$ cat src/rr_exec_map.svh
// register offsets, field positions, reset values and timing counts for the return/rotate unit
`ifndef RR_EXEC_MAP_SVH
`define RR_EXEC_MAP_SVH

// ----------------------------------------
// opcode patterns, instruction field bits and file address limits
// ----------------------------------------
`define RR_RET_MASK 16'hFFFE
`define RR_RET_CODE 16'h0012
`define RR_ROT_MASK 16'hFC00
`define RR_ROT_CODE 16'h3400
`define RR_BIT_SHADOW 0
`define RR_BIT_DEST 9
`define RR_BIT_BANK 8
`define RR_ILO_LIMIT 8'h5F
`define RR_ACCESS_SPLIT 8'h80
`define RR_ACCESS_HIGH 4'hF

// ----------------------------------------
// flag positions
// ----------------------------------------
`define RR_FLAG_C 0
`define RR_FLAG_Z 2
`define RR_FLAG_N 4

// ----------------------------------------
// register offsets
// ----------------------------------------
`define RR_OFS_CTRL 8'h00
`define RR_OFS_WORK 8'h04
`define RR_OFS_FLAGS 8'h08
`define RR_OFS_BANK 8'h0C
`define RR_OFS_PCU 8'h10
`define RR_OFS_PCH 8'h14
`define RR_OFS_PC 8'h18
`define RR_OFS_STATE 8'h1C

// ----------------------------------------
// reset values and timing
// ----------------------------------------
`define RR_RST_CTRL 2'h0
`define RR_RST_BYTE 8'h00
`define RR_RST_BANK 4'h0
`define RR_RST_PC 21'h000000
`define RR_PC_STEP 21'h000002
`define RR_QDIV 8
`define RR_RET_CYCLES 2

`endif

$ cat src/rr_exec_pkg.sv
// types shared by the return/rotate unit
package rr_exec_pkg;
   typedef enum {RR_Q1, RR_Q2, RR_Q3, RR_Q4} rr_qphase_t;
   typedef enum {RR_OP_NONE, RR_OP_RET, RR_OP_ROT} rr_op_t;
endpackage

$ cat src/rr_rotate.sv
// rotate-left-through-carry datapath with flag results
`timescale 1ns/1ps
`include "rr_exec_map.svh"
module rr_rotate
   import rr_exec_pkg::*;
(
   input wire logic [7:0] operand,
   input wire logic carryIn,
   output logic [7:0] result,
   output logic carryOut,
   output logic negOut,
   output logic zeroOut
);
   always_comb begin
      result = {operand[6:0], carryIn};
      carryOut = operand[7];
      negOut = result[7];
      zeroOut = (result == 8'h00);
   end
endmodule

$ cat src/rr_exec.sv
// return-from-subroutine and rotate-left-through-carry execution unit with apb registers
//
// Implementation choices: the placing of the registers and the APB slave port.
`timescale 1ns/1ps
`include "rr_exec_map.svh"
module rr_exec
   import rr_exec_pkg::*;
#(
   parameter int QDIV = `RR_QDIV
)
(
   input wire logic clk,
   input wire logic reset,
   input wire logic psel,
   input wire logic penable,
   input wire logic pwrite,
   input wire logic [7:0] paddr,
   input wire logic [31:0] pwdata,
   output logic [31:0] prdata,
   output logic pready,
   output logic pslverr,
   input wire logic [15:0] instrWord,
   input wire logic instrValid,
   output logic instrTaken,
   input wire logic [20:0] stackTopValue,
   output logic stackPop,
   input wire logic [7:0] shadowWorkingReg,
   input wire logic [7:0] shadowFlagsReg,
   input wire logic [3:0] shadowBankSelect,
   input wire logic [11:0] indexBase,
   output logic [11:0] memAddr,
   output logic memRdEn,
   input wire logic [7:0] memRdData,
   output logic memWrEn,
   output logic [7:0] memWrData,
   output logic [20:0] progCounter,
   output logic [7:0] workingReg,
   output logic [7:0] flagsReg,
   output logic [3:0] bankSelectReg,
   output logic flushing
);

   // ----------------------------------------
   // helpers
   // ----------------------------------------
   function automatic logic regKnown(input logic [7:0] a);
      logic ok;
      ok = 1'b0;
      unique case (a)
         `RR_OFS_CTRL, `RR_OFS_WORK, `RR_OFS_FLAGS, `RR_OFS_BANK,
         `RR_OFS_PCU, `RR_OFS_PCH, `RR_OFS_PC, `RR_OFS_STATE: ok = 1'b1;
         default: ok = 1'b0;
      endcase
      return ok;
   endfunction

   function automatic logic [11:0] effAddr(input logic [7:0] f, input logic bankBit, input logic ext,
                                           input logic [3:0] bank_select_reg, input logic [11:0] base);
      logic [11:0] a;
      a = 12'h000;
      if (bankBit) begin
         a = {bank_select_reg, f};
      end else if (ext && (f <= `RR_ILO_LIMIT)) begin
         a = base + {4'h0, f};
      end else if (f < `RR_ACCESS_SPLIT) begin
         a = {4'h0, f};
      end else begin
         a = {`RR_ACCESS_HIGH, f};
      end
      return a;
   endfunction

   // ----------------------------------------
   // state
   // ----------------------------------------
   logic [7:0] divCnt_q, divCnt_d;
   logic qTick;
   rr_qphase_t phase_q, phase_d;
   rr_op_t op_q, op_d;
   logic [15:0] instr_q, instr_d;
   logic flush_q, flush_d;
   logic taken_q, taken_d;
   logic [7:0] operand_q, operand_d;
   logic [1:0] ctrl_q, ctrl_d;
   logic [7:0] work_q, work_d;
   logic [7:0] flags_q, flags_d;
   logic [3:0] bank_q, bank_d;
   logic [7:0] pcu_q, pcu_d;
   logic [7:0] pch_q, pch_d;
   logic [20:0] pc_q, pc_d;
   logic [11:0] memAddr_q, memAddr_d;
   logic memRdEn_q, memRdEn_d;
   logic memWrEn_q, memWrEn_d;
   logic [7:0] memWrData_q, memWrData_d;
   logic stackPop_q, stackPop_d;
   logic instrTaken_q, instrTaken_d;
   logic pready_q, pready_d;
   logic pslverr_q, pslverr_d;
   logic [31:0] prdata_q, prdata_d;
   logic [7:0] rotResult;
   logic rotCarry, rotNeg, rotZero;
   logic apbWrite, apbSetup, hwWork, hwFlags, hwBank;
   logic busWork, busFlags, busBank;

   rr_rotate u_rotate (
      .operand(operand_q),
      .carryIn(flags_q[`RR_FLAG_C]),
      .result(rotResult),
      .carryOut(rotCarry),
      .negOut(rotNeg),
      .zeroOut(rotZero)
   );

   assign qTick = (divCnt_q == 8'(QDIV - 1));
   assign apbSetup = psel && penable && !pready_q;
   assign apbWrite = psel && penable && pready_q && pwrite;

   // ----------------------------------------
   // bus write strobes
   // ----------------------------------------
   assign busWork = apbWrite && (paddr == `RR_OFS_WORK);
   assign busFlags = apbWrite && (paddr == `RR_OFS_FLAGS);
   assign busBank = apbWrite && (paddr == `RR_OFS_BANK);

   // ----------------------------------------
   // quarter-cycle sequencer and execution
   // ----------------------------------------
   always_comb begin
      divCnt_d = qTick ? 8'h00 : divCnt_q + 8'h01;
      phase_d = phase_q;
      op_d = op_q;
      instr_d = instr_q;
      flush_d = flush_q;
      taken_d = taken_q;
      operand_d = operand_q;
      work_d = work_q;
      flags_d = flags_q;
      bank_d = bank_q;
      pc_d = pc_q;
      memAddr_d = memAddr_q;
      memRdEn_d = 1'b0;
      memWrEn_d = 1'b0;
      memWrData_d = memWrData_q;
      stackPop_d = 1'b0;
      instrTaken_d = 1'b0;
      hwWork = 1'b0;
      hwFlags = 1'b0;
      hwBank = 1'b0;
      if (qTick) begin
         unique case (phase_q)
            RR_Q1: begin
               phase_d = RR_Q2;
               op_d = RR_OP_NONE;
               taken_d = 1'b0;
               if (flush_q) begin
                  flush_d = 1'b0;
               end else if (instrValid && ctrl_q[1]) begin
                  instr_d = instrWord;
                  taken_d = 1'b1;
                  instrTaken_d = 1'b1;
                  if ((instrWord & `RR_RET_MASK) == `RR_RET_CODE) begin
                     op_d = RR_OP_RET;
                  end else if ((instrWord & `RR_ROT_MASK) == `RR_ROT_CODE) begin
                     op_d = RR_OP_ROT;
                  end
               end
            end
            RR_Q2: begin
               phase_d = RR_Q3;
               if (op_q == RR_OP_ROT) begin
                  memAddr_d = effAddr(instr_q[7:0], instr_q[`RR_BIT_BANK], ctrl_q[0], bank_q, indexBase);
                  memRdEn_d = 1'b1;
               end
            end
            RR_Q3: begin
               phase_d = RR_Q4;
               if (op_q == RR_OP_ROT) begin
                  // read data must be settled by this tick, one quarter after the read strobe
                  operand_d = memRdData;
               end
            end
            RR_Q4: begin
               phase_d = RR_Q1;
               if (op_q == RR_OP_RET) begin
                  pc_d = stackTopValue;
                  stackPop_d = 1'b1;
                  flush_d = 1'b1;
                  if (instr_q[`RR_BIT_SHADOW]) begin
                     work_d = shadowWorkingReg;
                     flags_d = shadowFlagsReg;
                     bank_d = shadowBankSelect;
                     hwWork = 1'b1;
                     hwFlags = 1'b1;
                     hwBank = 1'b1;
                  end
               end else if (op_q == RR_OP_ROT) begin
                  pc_d = pc_q + `RR_PC_STEP;
                  if (instr_q[`RR_BIT_DEST]) begin
                     memWrEn_d = 1'b1;
                     memWrData_d = rotResult;
                  end else begin
                     work_d = rotResult;
                     hwWork = 1'b1;
                  end
                  flags_d[`RR_FLAG_C] = rotCarry;
                  flags_d[`RR_FLAG_N] = rotNeg;
                  flags_d[`RR_FLAG_Z] = rotZero;
                  hwFlags = 1'b1;
               end else if (taken_q) begin
                  // other opcodes run as no-ops here, only the counter moves
                  pc_d = pc_q + `RR_PC_STEP;
               end
            end
         endcase
      end
      // the core's own update wins over a bus write in the same cycle
      if (busWork && !hwWork) begin
         work_d = pwdata[7:0];
      end
      if (busFlags && !hwFlags) begin
         flags_d = pwdata[7:0];
      end
      if (busBank && !hwBank) begin
         bank_d = pwdata[3:0];
      end
   end

   // ----------------------------------------
   // apb slave
   // ----------------------------------------
   // one wait state: the answer is registered so every bus output is a flop
   always_comb begin
      ctrl_d = ctrl_q;
      pcu_d = pcu_q;
      pch_d = pch_q;
      pready_d = apbSetup;
      pslverr_d = apbSetup && !regKnown(paddr);
      prdata_d = prdata_q;
      if (apbSetup) begin
         prdata_d = 32'h00000000;
         if (!pwrite) begin
            unique case (paddr)
               `RR_OFS_CTRL: prdata_d = {30'h00000000, ctrl_q};
               `RR_OFS_WORK: prdata_d = {24'h000000, work_q};
               `RR_OFS_FLAGS: prdata_d = {24'h000000, flags_q};
               `RR_OFS_BANK: prdata_d = {28'h0000000, bank_q};
               `RR_OFS_PCU: prdata_d = {24'h000000, pcu_q};
               `RR_OFS_PCH: prdata_d = {24'h000000, pch_q};
               `RR_OFS_PC: prdata_d = {11'h000, pc_q};
               `RR_OFS_STATE: prdata_d = {28'h0000000, flush_q, op_q == RR_OP_ROT, op_q == RR_OP_RET, taken_q};
               default: prdata_d = 32'h00000000;
            endcase
         end
      end
      if (apbWrite) begin
         unique case (paddr)
            `RR_OFS_CTRL: ctrl_d = pwdata[1:0];
            `RR_OFS_PCU: pcu_d = pwdata[7:0];
            `RR_OFS_PCH: pch_d = pwdata[7:0];
            default: ctrl_d = ctrl_q;
         endcase
      end
   end

   // ----------------------------------------
   // registers
   // ----------------------------------------
   always_ff @(posedge clk) begin
      if (reset) begin
         divCnt_q <= 8'h00;
         phase_q <= RR_Q1;
         op_q <= RR_OP_NONE;
         instr_q <= 16'h0000;
         flush_q <= 1'b0;
         taken_q <= 1'b0;
         operand_q <= `RR_RST_BYTE;
         ctrl_q <= `RR_RST_CTRL;
         work_q <= `RR_RST_BYTE;
         flags_q <= `RR_RST_BYTE;
         bank_q <= `RR_RST_BANK;
         pcu_q <= `RR_RST_BYTE;
         pch_q <= `RR_RST_BYTE;
         pc_q <= `RR_RST_PC;
         memAddr_q <= 12'h000;
         memRdEn_q <= 1'b0;
         memWrEn_q <= 1'b0;
         memWrData_q <= `RR_RST_BYTE;
         stackPop_q <= 1'b0;
         instrTaken_q <= 1'b0;
         pready_q <= 1'b0;
         pslverr_q <= 1'b0;
         prdata_q <= 32'h00000000;
      end else begin
         divCnt_q <= divCnt_d;
         phase_q <= phase_d;
         op_q <= op_d;
         instr_q <= instr_d;
         flush_q <= flush_d;
         taken_q <= taken_d;
         operand_q <= operand_d;
         ctrl_q <= ctrl_d;
         work_q <= work_d;
         flags_q <= flags_d;
         bank_q <= bank_d;
         pcu_q <= pcu_d;
         pch_q <= pch_d;
         pc_q <= pc_d;
         memAddr_q <= memAddr_d;
         memRdEn_q <= memRdEn_d;
         memWrEn_q <= memWrEn_d;
         memWrData_q <= memWrData_d;
         stackPop_q <= stackPop_d;
         instrTaken_q <= instrTaken_d;
         pready_q <= pready_d;
         pslverr_q <= pslverr_d;
         prdata_q <= prdata_d;
      end
   end

   assign prdata = prdata_q;
   assign pready = pready_q;
   assign pslverr = pslverr_q;
   assign instrTaken = instrTaken_q;
   assign stackPop = stackPop_q;
   assign memAddr = memAddr_q;
   assign memRdEn = memRdEn_q;
   assign memWrEn = memWrEn_q;
   assign memWrData = memWrData_q;
   assign progCounter = pc_q;
   assign workingReg = work_q;
   assign flagsReg = flags_q;
   assign bankSelectReg = bank_q;
   assign flushing = flush_q;
endmodule

$ cat config.mk
export PLATFORM = sky130hd
export DESIGN_NAME = rr_exec
export DESIGN_NICKNAME = d
export VERILOG_FILES = /design/src/rr_exec_pkg.sv /design/src/rr_rotate.sv /design/src/rr_exec.sv
export VERILOG_INCLUDE_DIRS = /design/src
export SDC_FILE = /design/constraint.sdc
export NUM_CORES = 1
export LEC_CHECK = 0
export BUFFER_PORTS_ARGS = -buffer_cell sky130_fd_sc_hd__buf_2
export CAP_MARGIN = 20
export CORE_AREA = 2 2 157 159
export CTS_BUF_LIST = sky130_fd_sc_hd__clkbuf_16
export CTS_CLUSTER_DIAMETER = 150
export CTS_CLUSTER_SIZE = 16
export DETAILED_ROUTE_END_ITERATION = 6
export DIE_AREA = 0 0 159 161
export GPL_ROUTABILITY_DRIVEN = 0
export PLACE_DENSITY = 0.55
export SYNTH_ARGS = -nofsm -noshare
export SYNTH_HDL_FRONTEND = slang
export SYNTH_SLANG_ARGS = --single-unit
$ cat constraint.sdc
create_clock -name clk -period 3.41 [get_ports clk]
set_input_delay 0.1705 -clock clk [delete_from_list [all_inputs] [get_ports clk]]
set_output_delay 0.1705 -clock clk [all_outputs]
set_load 0.005 [all_outputs]
# Yosys cells after proc, flatten, opt, wreduce, memory -nomap -nowiden
# Memory sizes are Yosys's and may differ from the RTL's.
# Cells that the tools add are included.
# op_classes
bitwise_logic,7
mux,58
add_sub_neg,3
eq_ne,19
order_cmp,2
reduce_logical,55
# ops
cell,count
one-hot mux 21 bit (8 select lines),1
one-hot mux 32 bit (4 select lines),1
equality test 32 x 2 -> 1 bit (second input constant),3
two-way mux 8 bit,11
two-way mux 21 bit,4
two-way mux 12 bit,3
equality test 32 x 1 -> 1 bit (second input constant),1
equality test 32 x 3 -> 1 bit (second input constant),1
equality test 8 x 5 -> 1 bit (second input constant),4
logical NOT 32 bit,1
two-way mux 1 bit,27
nonzero test 2 bit,11
adder 21 x 2 -> 21 bit (second input constant),1
two-way mux 4 bit,5
equality test 8 x 3 -> 1 bit (second input constant),2
equality test 8 x 4 -> 1 bit (second input constant),2
logical NOT 8 bit,2
AND reduction 4 bit,4
equality test 15 x 4 -> 1 bit (second input constant),1
logical AND 1 bit,13
adder 12 x 8 -> 12 bit,1
AND reduction 3 bit,4
AND reduction 5 bit,2
nonzero test 3 bit,3
17 further kinds,36
# word_totals
mem_count,1
regBits,209
output_inout_bits,100
rom_bits,32
wordCells,169
# mem_list
memory,words,width,rd,rd_clocked_by_memory_dff,wr,line_no,rtl
(no name shown),32,1,1,0,0,rr_exec.sv:49,unique case (a)

# Depth between registers and ports, before layout
# depth
depth_word,9
mapped_depth,9
depth_no_buf,9

# Cells and area by module
# Synthesis repeated with hierarchy kept, for this count alone.
# unflattened
cells_unflattened,839
area_unflattened_um2,7028.0
# modules_own_cells
module,seq_area_each_um2,area_per_inst_um2,cells_each,instances
rr_exec,2762.6,6934.2,826,1
rr_rotate,0.0,93.8,13,1

# Least setup slack after synthesis
# No wires, ideal clock.
# synth_path
path_type,reg-to-reg
start,register divCnt_q[5]
end,register work_q[0] (netlist: workingReg[0])
path_slack_ns,1.143
stages_incl_launch_ff,8
arrival_time_ns,2.140
period_less_slack_ns,2.267
t_required_ns,3.282
path_cell_list,dfxtp_1 -> or4_4 -> nor4b_4 -> and3_1 -> buf_2 -> mux2_2 -> mux2i_1 -> nor2_1
# synth_between
elab_chain_len,6
word_cells_on_any_way,11
classes_between,eq/ne (3); mux (2); reduce/logical (6)
# synth_lines
item,line_no,rtl
start: declaration,rr_exec.sv:76,"logic [7:0] divCnt_q, divCnt_d;"
start signal: assignment,rr_exec.sv:294,divCnt_q <= divCnt_d;
equality test 8 x 3 -> 1 bit (*),rr_exec.sv:114,assign qTick = (divCnt_q == 8'(QDIV - 1));
two-way mux 1 bit,rr_exec.sv:149,if (qTick) begin
logical NOT 1 bit,rr_exec.sv:217,if (busWork && !hwWork) begin
logical AND 1 bit,rr_exec.sv:217,
!= test 3 x 1 -> 1 bit (no line) (tied with other cells),n/a,
AND reduction 5 bit (no line),n/a,
end signal: assignment,rr_exec.sv:278,work_q <= `RR_RST_BYTE;
end signal: assignment,rr_exec.sv:302,work_q <= work_d;
end: declaration,rr_exec.sv:85,"logic [7:0] work_q, work_d;"
# Every way passes the cells marked *; elsewhere a longest branch is shown, timed or not.
# A chain may end at the register's enable or synchronous reset.

# Final worst setup path
# layout_path
start,register divCnt_q[5]
end,register work_q[1] (netlist: workingReg[1])
# The elaborated chain is that of the path after synthesis.

==> metrics list <==
- Run status: completed
* Die X-Extent: 159 µm
- Synthesized area: 7084 µm²
* Clock tree sinks: 138
- Via count of the first global-routing pass: 6,215
- Clock transition at the registers of the reported paths: 70 ps
- Synthesized flop and latch total: 138
- Along the worst path, the maximum fanout reaches 10.
* Cell accounting for the most synthesized area: sky130_fd_sc_hd__dfxtp_1
- Walking the worst path, the cells encountered are or4_4 > nor4b_4 > and3_1 > mux2_2 > mux2i_1 > nor2_1.
- Worst Reg-to-Reg Cells: 6
- Of the total power, the share spent switching nets is 0.2284.
- Die extent in y: 161 µm
* FF-to-FF setup slack: 710 ps
- Hpwl dp: 16.67 mm
- Achievable Freq: 370.4 MHz
* Number of synthesized flops with an enable pin: 0
- Power density over the cells: 420.3 nW/µm²
* Maximum resistive drop on vdd: 300.0 µV
* Post-Synthesis Mean Instance Area: 8.454 µm²
- Dividing the detail-routed wire length by the instance count gives 16.79 µm.
- Max-cap check violation count: 0
- Clock buffer count from CTS: 17
* Clock tree root buffer cell: sky130_fd_sc_hd__clkbuf_16
- The share of total power dissipated in sequential elements is 0.428.
* First-pass GRT wire length: 35.85 mm
* Min Tclk post-route: 2700 ps
- During synthesis, Yosys emitted a total of 0 warnings.
- The pre-antenna-repair detailed-routing pass consisted of 4 iterations.
* TNS Setup: 0 ps
- Setup slack on the critical path of the routed design comes to 710.5 ps.
- Before CTS, the worst setup slack after placement is 753.0 ps.
* Final routed DRC violation total: 0
- TritonCTS built the clock tree.
- Global routing finished with a remaining overflow of 0.
- STA puts the critical path data arrival time at 2970 ps.
* Number of distinct library cell variants in the gate-level netlist after synthesis: 72
- Number of setup violations in the final report: 0
- Full die area: 25,600 µm²
- Post-Synthesis Cells: 838
- The H-tree generated during clock tree synthesis spans 4 levels.
- The final-report max-slew violation count was 0.
- The most common cell in the synthesized netlist is sky130_fd_sc_hd__dfxtp_1.
- During I/O placement, the number of pins put on the boundary was 223.
- Following the worst setup path forward leads to its endpoint at workingReg[1].
- STA classifies the critical path startpoint as a register.
- Critical path data required time: 3680 ps
- Leading post-synthesis cells by cell area: sky130_fd_sc_hd__dfxtp_1, sky130_fd_sc_hd__mux2i_1, sky130_fd_sc_hd__nand2_1, sky130_fd_sc_hd__nor2_1, sky130_fd_sc_hd__a21oi_1
- Buffers added to address setup during post-CTS repair amount to 0.
- In this run, post-CTS hold repair placed 13 buffers.
- In this run, post-CTS repair resized a total of 0 instances.
- Worst min-delay path category: in2reg
- The routed design has 22.70 mm of wire.
- Final worst path period share: 0.7916
- Maximum single-stage delay on the critical path: 570 ps
- Combinational Power Share: 0.049
- Synth async-reset ratio: 0
* Vias per inst: 4.893
* Top FF cell, synth: sky130_fd_sc_hd__dfxtp_1
* DRT iter0 DRCs: 371
- Entering global routing, the biggest net connects 82 pins.
* Leakage component of the power: 0.003969 µW
* Clock Power Share: 0.523
- Std-Cell Rows: 57
- By startpoint and endpoint, the worst setup path is classified as reg2reg.
- Tracing the worst setup path back leads to its startpoint at divCnt_q[5].
- Measured on the finished design, the core utilization comes to 0.3755.
- Sequential-to-total area share from yosys stat: 0.3900
* Synth-to-Final Area Change: 27.00%
- The worst register-to-register path ends at workingReg[1].
- The clock arrives with 11.57 ps of skew.
- Switching Power: 863.9 µW
- Max-slew headroom at the worst pin: 0.3801
- Pint: 2918 µW
- Synth top cells by count: sky130_fd_sc_hd__dfxtp_1, sky130_fd_sc_hd__nand2_1, sky130_fd_sc_hd__nor2_1, sky130_fd_sc_hd__mux2i_1, sky130_fd_sc_hd__a21oi_1
- The hold violation count in the final report is 0.
- Net total in the final layout: 1,152
- The worst setup path is captured at a register.
- Area share of the largest cell type after synthesis: 0.3900
* Maximum clock path buffer count: 2
- Layout cells sized above 1: 0.2527
- Number of routed nets with antenna violations: 0
- Starting density of the core: 0.2956
- Core Box Area: 23,960 µm²
- Vias after detailed routing: 6,615
- Number of port buffers: 187
- Slew @ Worst Pin: 924.8 ps
- Overall Global Routing Usage: 0.1772
- Number of antenna violations at the first check in global routing: 5
- The later pin in the worst-skew pair is clocked with a latency of 420 ps.
- Slowest stage cell on the critical path: sky130_fd_sc_hd__or4_4
* Reg2reg start: divCnt_q[5]
* Unrepaired setup endpoints after global routing: false
registers in the layout, summed over array words and instances (netlist names), 2 cells and up:
name and flops:
prdata 21, progCounter 21, memAddr 12, instr_q 10, divCnt_q 8, flagsReg 8, memWrData 8, operand_q 8
pch_q 8, pcu_q 8, workingReg 8, bankSelectReg 4, ctrl_q 2, op_q 2, phase_q 2
worst max-delay path: cells and delay by family, from the launching register on:
family,cells,cell delay [ps]
flops,1,330
mux,2,520
simple gates,4,1700
worst min path at each step:
stage | from | end | slack (ps) | depth (start not counted)
after floorplan | pwdata[0] | pch_q[0] | 310 | 2
after global placement | instrWord[0] | instr_q[0] | 400 | 3
after detailed placement | memRdData[2] | operand_q[2] | 410 | 3
after CTS | instrWord[2] | instr_q[2] | 3 | 3
after global routing | instrWord[2] | instr_q[2] | 0.8 | 3
final | instrWord[1] | instr_q[1] | 20 | 3
kinds of logic after synthesis:
logic type,Yosys count,synth area share
buffers and inverters,77,0.05369
AOI/OAI and AO/OA,188,0.1724
other,1,0.0005293
and+or+nand+nor,325,0.2174
muxes,80,0.1206
DFF,138,0.3900
adders and majority gates,16,0.02932
xor gates and xnor gates,13,0.01607
layer usage:
metal,GRT usage,up-vias,wire (µm)
li1,-,3324,-
met1,0.2401,3068,10750
met2,0.2785,183,10280
met3,0.04828,36,1236
met4,0.04835,4,404
met5,0,-,24
cells in the final DEF, fill, tap and decap left out, drive strengths merged, types with 4 or more instances in the layout:
master and instances:
inv 17, a22oi 28, a21oi 51, o211ai 5, mux2 13, conb 11, dfxtp 138, a311oi 4
o22ai 7, nand2b 8, nor2 108, and2 5, o21ai 31, nor4 6, nor3b 4, and3 10
nor2b 5, mux2i 64, nor4b 4, nand2 110, buf 197, xor2 7, nor3 18, bufinv 4
clkbuf 17, dlygate4sd3 13, and4 4, nand4 9, ha 15, clkinv 4, a211oi 23, xnor2 6
a21o 7, a31oi 6, nand3 21
power groups by stage:
stage                     Clock (µW)  Combinational [µW]  Sequential [µW]
after floorplan                    0                86.4             1650
after CTS                       2020                 186             1620
after detailed placement           0                 174             1660
final                           1980                 185             1620
after global routing            2100                 202             1620
after global placement             0                 174             1650
cell type report:
| type | count | area, µm² |
|---|---|---|
| tap | 324 | 405.4 |
| antenna | 3 | 7.507 |
| clock buffer | 17 | 425.4 |
| inverter | 13 | 48.80 |
| multi-input combinational | 633 | 3996 |
| clock inverter | 14 | 195.2 |
| fill | 2513 | 14970 |
| timing repair buffer | 210 | 1156 |
| sequential | 138 | 2763 |
per-stage QoR:
stage          hold WS [ps]  instance area [µm²]  power, µW  std cells
2_1_floorplan         311.0                 7122       1741        848
3_3_place_gp          401.9                 8239       1828       1305
3_5_place_dp          413.8                 8239       1829       1305
4_1_cts               2.562                 8990       3828       1349
5_1_grt              0.8055                 8995       3920       1351
6_report              15.43                 8997       3782       1352
No activity file was read; power rests on OpenSTA's default activity.
